--- config.mk ---
export PLATFORM = sky130hd
export DESIGN_NAME = rcwi_top
export DESIGN_NICKNAME = d
export VERILOG_FILES = /design/src/rcwi_pkg.sv /design/src/rcwi_period_timer.sv /design/src/rcwi_flag_bank.sv /design/src/rcwi_top.sv
export VERILOG_INCLUDE_DIRS = /design/src /design/src/src
export SDC_FILE = /design/constraint.sdc
export NUM_CORES = 1
export LEC_CHECK = 0
export ABC_CLOCK_PERIOD_IN_PS = 3620
export BUFFER_PORTS_ARGS = -buffer_cell sky130_fd_sc_hd__buf_2
export CAP_MARGIN = 40
export CORE_UTILIZATION = 40
export CTS_BUF_LIST = sky130_fd_sc_hd__clkbuf_8
export DETAILED_ROUTE_END_ITERATION = 16
export PLACE_DENSITY = 0.61
export RECOVER_POWER = 50
export SYNTH_ARGS = -nofsm -noshare
export SYNTH_HDL_FRONTEND = slang
export SYNTH_SLANG_ARGS = --single-unit
--- constraint.sdc ---
create_clock -name ref_clk -period 3.62 [get_ports ref_clk]
set_clock_uncertainty 0.1 [all_clocks]
set_input_delay 0.362 -clock ref_clk [delete_from_list [all_inputs] [get_ports ref_clk]]
set_output_delay 0.362 -clock ref_clk [all_outputs]
set_load 0.02 [all_outputs]
--- src/rcwi_map.svh ---
`ifndef RCWI_MAP_SVH
`define RCWI_MAP_SVH

// Database indices of the command sources.
`define RCWI_IDX_WORD    16'h01f9
`define RCWI_IDX_UPPER   16'h01fa
// Single-bit command indices, lowest and highest.
`define RCWI_IDX_BIT_LO  16'h021d
`define RCWI_IDX_BIT_HI  16'h022c
// Configuration indices: format, rate, identifier range, device number.
`define RCWI_IDX_FORMAT  16'h0c58
`define RCWI_IDX_RATE    16'h26c1
`define RCWI_IDX_CANID   16'h26c0
`define RCWI_IDX_DEVNUM  16'h06a6
// First result index of flags 1-8 and of flags 9-16.
`define RCWI_IDX_FLAG_A  16'h29cc
`define RCWI_IDX_FLAG_B  16'h2d59
// Number of flags in each result group.
`define RCWI_FLAG_GROUP  16'h0008

// Message interval in hundredths of a second: 0.10 s to 0.30 s.
`define RCWI_RATE_MIN    5'h0a
`define RCWI_RATE_MAX    5'h1e
`define RCWI_RATE_DEF    5'h0a
// Leading identifier digit range and default.
`define RCWI_RANGE_MIN   3'h2
`define RCWI_RANGE_MAX   3'h5
`define RCWI_RANGE_DEF   3'h5
// Device number after reset.
`define RCWI_DEVNUM_DEF  8'h01
// Clock period and interval tick, both in ns (10 ns and 10 ms).
`define RCWI_CLK_NS      32'h0000_000a
`define RCWI_TICK_NS     32'h0098_9680

`endif

--- src/rcwi_pkg.sv ---
`default_nettype none
// Types shared by the remote command intake files.
package rcwi_pkg;

    // Remote command format selector.
    typedef enum logic [0:0] {
        RCWI_FMT_16 = 1'h0,
        RCWI_FMT_8  = 1'h1
    } rcwi_fmt_e;

    // Whole state of the top module.
    typedef struct packed {
        logic [15:0] w505;     // Stored command word.
        logic [7:0]  w506;     // Stored upper command byte.
        rcwi_fmt_e   fmt;      // Selected format.
        logic [4:0]  rate;     // Interval in hundredths of a second.
        logic [2:0]  range;    // Leading identifier digit.
        logic [7:0]  devnum;   // Device number.
        logic [15:0] cmd;      // Command variables 16 down to 1.
        logic [15:0] rdata;    // Read answer.
        logic        rvalid;   // Read answer strobe.
        logic        tx;       // Message send strobe.
        logic [10:0] can_id;   // Load-share identifier.
    } rcwi_state_s;

    // Whole state of the interval timer.
    typedef struct packed {
        logic [19:0] tick_cnt; // Clock cycles within one 10 ms tick.
        logic [4:0]  ticks;    // Ticks since last message.
        logic        fire;     // One-cycle send pulse.
    } rcwi_timer_s;

endpackage
`default_nettype wire

--- src/rcwi_period_timer.sv ---
`timescale 1ns/10ps
`default_nettype none
`include "rcwi_map.svh"
// Fires one pulse each time the configured number of 10 ms ticks passes.
module rcwi_period_timer #(
    parameter int unsigned TICK_CYCLES = `RCWI_TICK_NS / `RCWI_CLK_NS
) (
    // Clock and reset.
    input  wire logic       ref_clk,
    input  wire logic       rst,
    // Interval in ticks.
    input  wire logic [4:0] period,
    // Send pulse.
    output logic            fire
);

    rcwi_pkg::rcwi_timer_s s;       // Current state.
    rcwi_pkg::rcwi_timer_s next_s;  // Next state.

    // Tick divider and interval counter; a shortened period ends at the end of the current tick.
    always_comb begin
        next_s = s;
        next_s.fire = 1'b0;
        if (s.tick_cnt == 20'(TICK_CYCLES - 1)) begin
            next_s.tick_cnt = 20'h0_0000;
            if (5'(s.ticks + 5'h01) >= period) begin
                next_s.ticks = 5'h00;
                next_s.fire  = 1'b1;
            end else begin
                next_s.ticks = 5'(s.ticks + 5'h01);
            end
        end else begin
            next_s.tick_cnt = 20'(s.tick_cnt + 20'h0_0001);
        end
    end

    // State register.
    always_ff @(posedge ref_clk or posedge rst) begin
        if (rst) begin
            s <= '0;
        end else begin
            s <= next_s;
        end
    end

    assign fire = s.fire;

endmodule // rcwi_period_timer
`default_nettype wire

--- src/rcwi_flag_bank.sv ---
`timescale 1ns/10ps
`default_nettype none
`include "rcwi_map.svh"
// Decodes a read index onto the result of one of sixteen internal flags.
module rcwi_flag_bank (
    // Read index.
    input  wire logic [15:0] index,
    // Flag results 16 down to 1.
    input  wire logic [15:0] flags,
    // Decode result.
    output logic             hit,
    output logic             value
);

    logic [15:0] off_a;  // Offset into the first group.
    logic [15:0] off_b;  // Offset into the second group.

    // Each flag result sits at its own index in one of two groups.
    always_comb begin
        off_a = 16'(index - `RCWI_IDX_FLAG_A);
        off_b = 16'(index - `RCWI_IDX_FLAG_B);
        hit   = 1'b0;
        value = 1'b0;
        if (off_a < `RCWI_FLAG_GROUP) begin
            hit   = 1'b1;
            value = flags[off_a[2:0]];
        end else if (off_b < `RCWI_FLAG_GROUP) begin
            hit   = 1'b1;
            value = flags[{1'b1, off_b[2:0]}];
        end
    end

endmodule // rcwi_flag_bank
`default_nettype wire

--- src/rcwi_top.sv ---
`timescale 1ns/10ps
`default_nettype none
`include "rcwi_map.svh"
// Remote command intake: turns database writes and received process
// data objects into sixteen command variables, serves reads of the
// stored words and flag results, and paces the load-share message.
module rcwi_top #(
    // Clock cycles in one 10 ms tick; shorten for simulation.
    parameter int unsigned TICK_CYCLES = `RCWI_TICK_NS / `RCWI_CLK_NS
) (
    // Clock and reset.
    input  wire logic        ref_clk,
    input  wire logic        rst,
    // Parameter database access.
    input  wire logic        db_wr,
    input  wire logic        db_rd,
    input  wire logic [15:0] db_index,
    input  wire logic [15:0] db_wdata,
    output logic [15:0]      db_rdata,
    output logic             db_rvalid,
    // Received process data objects.
    input  wire logic        pdo_valid,
    input  wire logic        pdo_sel,
    input  wire logic [15:0] pdo_data,
    // Internal flag results 16 down to 1.
    input  wire logic [15:0] flag_result,
    // Command variables 16 down to 1.
    output logic [15:0]      cmd_var,
    // Load-share message pacing and identifier.
    output logic             load_share_tx,
    output logic [10:0]      load_share_can_id
);

    rcwi_pkg::rcwi_state_s s;       // Current state.
    rcwi_pkg::rcwi_state_s next_s;  // Next state.
    logic                  fire;    // Interval timer pulse.
    logic                  f_hit;   // Read index names a flag result.
    logic                  f_val;   // Addressed flag result.
    logic [3:0]            pos;     // Bit addressed by a single write.

    // Maps a single-bit index onto a bit position: 556 is bit 0.
    function automatic logic [3:0] bit_pos(input logic [15:0] idx);
        logic [15:0] d;
        d = 16'(`RCWI_IDX_BIT_HI - idx);
        return d[3:0];
    endfunction

    // True when an index falls within the single-bit write range.
    function automatic logic is_bit(input logic [15:0] idx);
        return (idx >= `RCWI_IDX_BIT_LO) && (idx <= `RCWI_IDX_BIT_HI);
    endfunction

    // Interval timer paces the fast message.
    rcwi_period_timer #(
        .TICK_CYCLES(TICK_CYCLES)
    ) u_timer (
        .ref_clk (ref_clk),
        .rst     (rst),
        .period  (s.rate),
        .fire    (fire)
    );

    // Flag result decoder for reads.
    rcwi_flag_bank u_flags (
        .index (db_index),
        .flags (flag_result),
        .hit   (f_hit),
        .value (f_val)
    );

    // Next state: writes first, then objects, then derived outputs.
    always_comb begin
        next_s        = s;
        next_s.rvalid = 1'b0;
        next_s.tx     = fire;
        pos           = bit_pos(db_index);
        // Database writes.
        if (db_wr) begin
            if (db_index == `RCWI_IDX_WORD) begin
                next_s.w505 = db_wdata;
            end else if (db_index == `RCWI_IDX_UPPER) begin
                next_s.w506 = db_wdata[7:0];
            end else if (is_bit(db_index)) begin
                // Single binary order lands in whichever source feeds it.
                if (s.fmt == rcwi_pkg::RCWI_FMT_8 && pos[3]) begin
                    next_s.w506[pos[2:0]] = db_wdata[0];
                end else begin
                    next_s.w505[pos] = db_wdata[0];
                end
            end else if (db_index == `RCWI_IDX_FORMAT) begin
                next_s.fmt = rcwi_pkg::rcwi_fmt_e'(db_wdata[0]);
            end else if (db_index == `RCWI_IDX_RATE) begin
                // Out-of-range intervals are ignored.
                if (db_wdata >= 16'(`RCWI_RATE_MIN) &&
                    db_wdata <= 16'(`RCWI_RATE_MAX)) begin
                    next_s.rate = db_wdata[4:0];
                end
            end else if (db_index == `RCWI_IDX_CANID) begin
                // Only digits 2 to 5 are accepted.
                if (db_wdata >= 16'(`RCWI_RANGE_MIN) &&
                    db_wdata <= 16'(`RCWI_RANGE_MAX)) begin
                    next_s.range = db_wdata[2:0];
                end
            end else if (db_index == `RCWI_IDX_DEVNUM) begin
                next_s.devnum = db_wdata[7:0];
            end
        end
        // Received objects override a database write in the same cycle.
        if (pdo_valid) begin
            if (s.fmt == rcwi_pkg::RCWI_FMT_16) begin
                // Only the first object carries the word in this format.
                if (!pdo_sel) begin
                    next_s.w505 = pdo_data;
                end
            end else if (pdo_sel) begin
                next_s.w506 = pdo_data[7:0];
            end else begin
                next_s.w505[7:0] = pdo_data[7:0];
            end
        end
        // Command variables follow the stored sources only.
        if (s.fmt == rcwi_pkg::RCWI_FMT_16) begin
            next_s.cmd = s.w505;
        end else begin
            next_s.cmd = {s.w506, s.w505[7:0]};
        end
        // Identifier: leading digit over device number.
        next_s.can_id = {s.range, s.devnum};
        // Reads answer one cycle later; unknown indices read zero.
        if (db_rd) begin
            next_s.rvalid = 1'b1;
            if (db_index == `RCWI_IDX_WORD) begin
                next_s.rdata = s.w505;
            end else if (db_index == `RCWI_IDX_UPPER) begin
                next_s.rdata = {8'h00, s.w506};
            end else if (is_bit(db_index)) begin
                next_s.rdata = {15'h0000, s.cmd[pos]};
            end else if (db_index == `RCWI_IDX_FORMAT) begin
                next_s.rdata = {15'h0000, s.fmt};
            end else if (db_index == `RCWI_IDX_RATE) begin
                next_s.rdata = {11'h000, s.rate};
            end else if (db_index == `RCWI_IDX_CANID) begin
                next_s.rdata = {13'h0000, s.range};
            end else if (db_index == `RCWI_IDX_DEVNUM) begin
                next_s.rdata = {8'h00, s.devnum};
            end else if (f_hit) begin
                next_s.rdata = {15'h0000, f_val};
            end else begin
                next_s.rdata = 16'h0000;
            end
        end
    end

    // State register with documented defaults.
    always_ff @(posedge ref_clk or posedge rst) begin
        if (rst) begin
            s        <= '0;
            s.fmt    <= rcwi_pkg::RCWI_FMT_16;
            s.rate   <= `RCWI_RATE_DEF;
            s.range  <= `RCWI_RANGE_DEF;
            s.devnum <= `RCWI_DEVNUM_DEF;
            s.can_id <= {`RCWI_RANGE_DEF, `RCWI_DEVNUM_DEF};
        end else begin
            s <= next_s;
        end
    end

    // Outputs come straight from the state register.
    assign db_rdata          = s.rdata;
    assign db_rvalid         = s.rvalid;
    assign cmd_var           = s.cmd;
    assign load_share_tx     = s.tx;
    assign load_share_can_id = s.can_id;
endmodule // rcwi_top
`default_nettype wire

## Yosys cells after proc, flatten, opt, wreduce, memory -nomap -nowiden

Index checks and enable logic that the tools add are counted.

| storage, ports and cells | value |
|---|---|
| output and inout bits | 45 |
| register bits | 112 |
| input port bits | 70 |

| cells by class | value |
|---|---|
| reductions and logical operators | 10 |
| equal/unequal tests | 7 |
| multiplexer cells | 56 |
| add/sub/neg operators | 5 |
| bitwise logic cells | 6 |
| $lt $le $gt $ge | 15 |

Operator list:

| cell | number |
|---|---|
| $mux W8 | 15 |
| $mux W16 | 7 |
| $mux W24 | 2 |
| $mux W41 | 1 |
| $mux W17 | 2 |
| $eq A16 B14 Y1 const B | 2 |
| $eq A16 B9 Y1 const B | 2 |
| $lt A16 B4 Y1 const B | 2 |
| $sub A16 B14 Y16 const B | 2 |
| $mux W25 | 1 |
| $add A20 B1 Y20 const B | 1 |
| $eq A20 B20 Y1 const B | 1 |
| $mux W20 | 1 |
| $bwmux W16 | 1 |
| $eq A16 B11 Y1 const B | 1 |
| $eq A16 B12 Y1 const B | 1 |
| $ge A16 B10 Y1 const B | 1 |
| $ge A16 B2 Y1 const B | 1 |
| $ge A16 B4 Y1 const B | 1 |
| $le A16 B10 Y1 const B | 1 |
| $le A16 B3 Y1 const B | 1 |
| $le A16 B5 Y1 const B | 1 |
| $reduce_and A8 Y1 | 2 |
| $mux W5 | 3 |
| 20 further kinds | 46 |

## Depth between registers and ports, before layout

| depth | value |
|---|---|
| depth in word-level cells | 14 |
| mapped depth | 12 |
| mapped depth without buffers | 9 |

## By module

From an unflattened synthesis, not the netlist that was laid out.

| unflattened totals | value |
|---|---|
| cells, all modules | 785 |
| area, all modules | 7407.1 um2 |

Modules (own cells, without submodules):

| module | seq. area each (um2) | instances | cells an instance | area an instance (um2) |
|---|---|---|---|---|
| rcwi_top | 2162.1 | 1 | 561 | 5305.1 |
| rcwi_period_timer | 650.6 | 1 | 127 | 1382.6 |
| rcwi_flag_bank | 0.0 | 1 | 97 | 719.4 |

## Worst setup path after synthesis

Ideal clock, no wire load.

| timing | value |
|---|---|
| kind | input-to-reg |
| start | input db_index[0] |
| end | register s (netlist bit db_rdata[0]) |
| path slack | 0.809 ns |
| library setup time | 0.121 ns |
| arrival | 2.590 ns |
| path buffers | 3 |
| cell stages on the path | 10 |
| data required time | 3.399 ns |
| cell sequence | clkbuf_1 -> inv_1 -> ha_1 -> clkbuf_1 -> xor2_1 -> clkbuf_1 -> mux4_2 -> o211ai_1 -> o211ai_1 -> a22o_1 |

| on the way | value |
|---|---|
| longest elaborated chain between the ends | 13 |
| elaborated cells between the ends (all ways) | 32 |
| those cells by class | add/sub (3); order compare (4); eq/ne (6); mux (18); reduce/logical (1) |

RTL lines:

| item | line | source |
|---|---|---|
| start: declaration | rcwi_top.sv:17 | `input wire logic [15:0] db_index,` |
| parallel branches: the longest is 12 deep, another holds $sub A16 B14 Y16 | n/a |  |
| $mux W16 * | rcwi_top.sv:132 | `` if (db_index == `RCWI_IDX_WORD) begin `` |
| end signal: assignment | rcwi_top.sv:164 | `s <= next_s;` |
| end: declaration | rcwi_top.sv:34 | `rcwi_pkg::rcwi_state_s s;` |

Mark *: on every way between the ends. The select of a mux whose other input is x is not followed.
A chain may end at the register's enable or synchronous reset.

## Worst setup path in the final report

Same ends and word-level chain as after synthesis.

==> impl_metrics.toml <==
[outcome]
status = "complete, but fails checks"
violations = "capacitance limit, slew limit"

[die]
die_w_um = 132.7
die_y_um = 132.7
num_rows = 47
num_io_pins = 115
die_area_um2 = 17600
coreArea_um2 = 16640
start_util = 0.4103

[critical_path]
cp.depth = 10
crit_arrival_ns = 2.76
cp_top_family = "compound AO/OA/AOI/OAI gates"
path_class = "primary input to flop"
cp-start-kind = "primary input"
reg2regPathDepth = 8
cp_slowest_cell = "o32ai_1"
end_kind = "flop"
slowest_delay_ns = 0.41
timing.critical_path.buf_inv = 2
crit_chain = "buf_2, inv_1, ha_1, nor2b_1, o221a_2, o21ai_0, and3b_1, o32ai_1, o211ai_1, a22o_1"
worst_ep_required_time_ns = 3.80
crit_fanout = 18

[synthesis]
syn_nets = 830
synth_flop_cell = "dfrtp_1"
synth_edf_count = 0
synth_top_area_share = 0.3812
yosysTopAreaCell = "dfrtp_1"
synth_seq_area_share = 0.4119
ys_top_cells_by_area = "dfrtp_1, buf_4, o21ai_0, mux2_2, nand2_1"
yosys_warnings = 0
synth-async-reset-ratio = 1.000
ys_types = 66
synth-seq-cells = 112
netlist_area_um2 = 6828
synth_commonest_cells = "dfrtp_1, nand2_1, o21ai_0, nor2_1, buf_4"
synth.most_common_cell = "dfrtp_1"
postSynthAreaPerCell_um2 = 9.202
netlist_instances = 742

[route]
via_per_inst = 5.600
dr.pass1.iters = 5
routed_wl_um = 18130
wl_per_cell_um = 17.85
drc = 0
drtIter0Drc = 406
vias = 5690
drt.antenna.violating_nets = 0

[timing]
timing.final.crit_share = 0.7117
final-hold-violation-count = 0
drv_slew = 95
tightest_slew_ns = 1.650
fin_tns_setup_ns = 0
min_period_ns = 2.576
setup_viol = 0
slew-limit-headroom = -0.1003
rsz0062_at_grt = "false"
fmax_mhz = 388.1

[pwr]
powerDensity_nw_per_um2 = 327.0
leakage_nw = 3.406
ir_worst_vdd_uv = 189.3

[final_layout]
antenna_cells = 0
area_delta_synth_final_pct = 9.566
drive_above_1_share = 0.2362
fin_cells = 1016
nets = 879
nFillCells = 1662

[clock_tree]
clk_latency_ns = 0.39
ctsLongestPathBuffers = 2
post_cts_buffers = 0
cts_tree = "done"
clkSlewWorstSetupHoldPaths_ns = 0.10
cts_sinks = 112
cts-buffers-inserted = 9
cts_root_buf = "clkbuf_8"
cts.htree.levels = 3

[place]
placed_cells = 999
dp_hpwl_um = 13710
port_buffers = 114
globalplace.congestion = 0.8903

[global_route]
track_usage = 0.2124
grt_pass1_wl_um = 29290
grt_max_degree = 66
antenna_found_initial = 0
grt-ovfl-total = 0
grt_pass1_vias = 5497

[hold_path]
worstHoldPathType = "primary input to flop"
min_path_cells = 2

[flow_run]
cap_viol_max_count = 2
-- final cells by class --
cell class,instances,area (µm²),area share
clock inverter,6,43.79,0.005854
tap,220,275.3,0.03680
inverter,31,117.6,0.01572
multi-input combinational,510,3402,0.4548
timing repair buffer,127,691.9,0.09249
sequential,112,2813,0.3760
clock buffer,10,137.6,0.01840
-- power by group --
group / internal (mW) / switching (mW)
registers: 1.30 / 0.0396
logic: 0.155 / 0.247
clock network: 0.272 / 0.435
total: 1.72 / 0.722
-- worst reg2reg max path: cells and delay by family (launching register included) --
| family | cells | cell delay, ns |
|---|---|---|
| and+or+nand+nor | 1 | 0.30 |
| adders and majority gates | 2 | 0.62 |
| AOI/OAI and AO/OA | 5 | 0.86 |
| DFF | 1 | 0.43 |
-- registers in the layout (all words and copies together), names as in the netlist --
signal             flops
cmd_var               16
db_rdata              16
db_rvalid              1
load_share_can_id     11
load_share_tx          1
next_s                11
s                     30
u_timer.fire           1
u_timer.s             25
-- routing by layer --
metal	routed length, µm	vias up	share of wire	track usage
li1	-	2730	-	-
met1	7846	2721	0.43	0.2754
met2	8475	203	0.47	0.3395
met3	1302	36	0.072	0.05670
met4	506	0	0.028	0.07982
met5	0	-	0	0
-- placed cells by master, fill, tap and decap left out, drive strengths merged, types with 7 or more instances in the layout --
cell type and instances:
nor2b 9, nand2b 8, nor4 9, o211ai 8
mux4 7, nor3 11, nand2 61, nand3 33
a21oi 42, xnor2 18, a211oi 9, mux2 21
buf 124, xor2 13, o21ai 58, and3 8
inv 32, a22oi 14, a21o 13, clkbuf 12
ha 18, o22ai 18, nor2 48, dfstp 8
dfrtp 104, o32ai 11, nand4 9
-- final timing paths --
path	start	to	slack, ns
max in group asynchronous	rst	load_share_can_id[8]	1.34
hold reg to reg	u_timer.fire	load_share_tx	0.26
setup reg to reg	u_timer.s[1]	u_timer.s[3]	1.24
hold / removal	pdo_data[10]	s[80]	0.07
setup / recovery	db_index[0]	db_rdata[0]	1.04
min in group asynchronous	rst	db_rdata[14]	0.26
-- stage by stage --
stage	utilization	hold WS [ns]	total power [mW]	area (µm²)	worst slack [ns]
final	0.4495	0.07321	2.446	7481	1.044
after global routing	0.4495	0.04562	2.562	7481	0.9222
after CTS	0.4510	0.05505	2.475	7506	1.092
after detailed placement	0.4395	0.1317	1.766	7315	0.6801
after global placement	0.4362	0.2376	1.761	7259	0.6382
after floorplan	-	0.2312	1.631	6828	0.2122
-- kinds of logic (layout without fill, tap and decap cells) --
| group | after synthesis | count (layout) | share of synthesized area |
|---|---|---|---|
| buffers and inverters | 120 | 174 | 0.08979 |
| adder cells (fa/ha/maj) | 18 | 18 | 0.03299 |
| AO/OA/AOI/OAI | 200 | 200 | 0.1886 |
| multiplexers | 33 | 33 | 0.06505 |
| AND/OR/NAND/NOR | 228 | 228 | 0.1719 |
| XOR/XNOR | 31 | 31 | 0.03977 |
| flip-flops | 112 | 112 | 0.4119 |
-- repair_timing --
item                                   4_1_cts  5_1_grt
resized for setup                            0        0
endpoints found under the hold margin       65        0
hold buffers                                 1        0
Power figures use the tool's default switching activity.
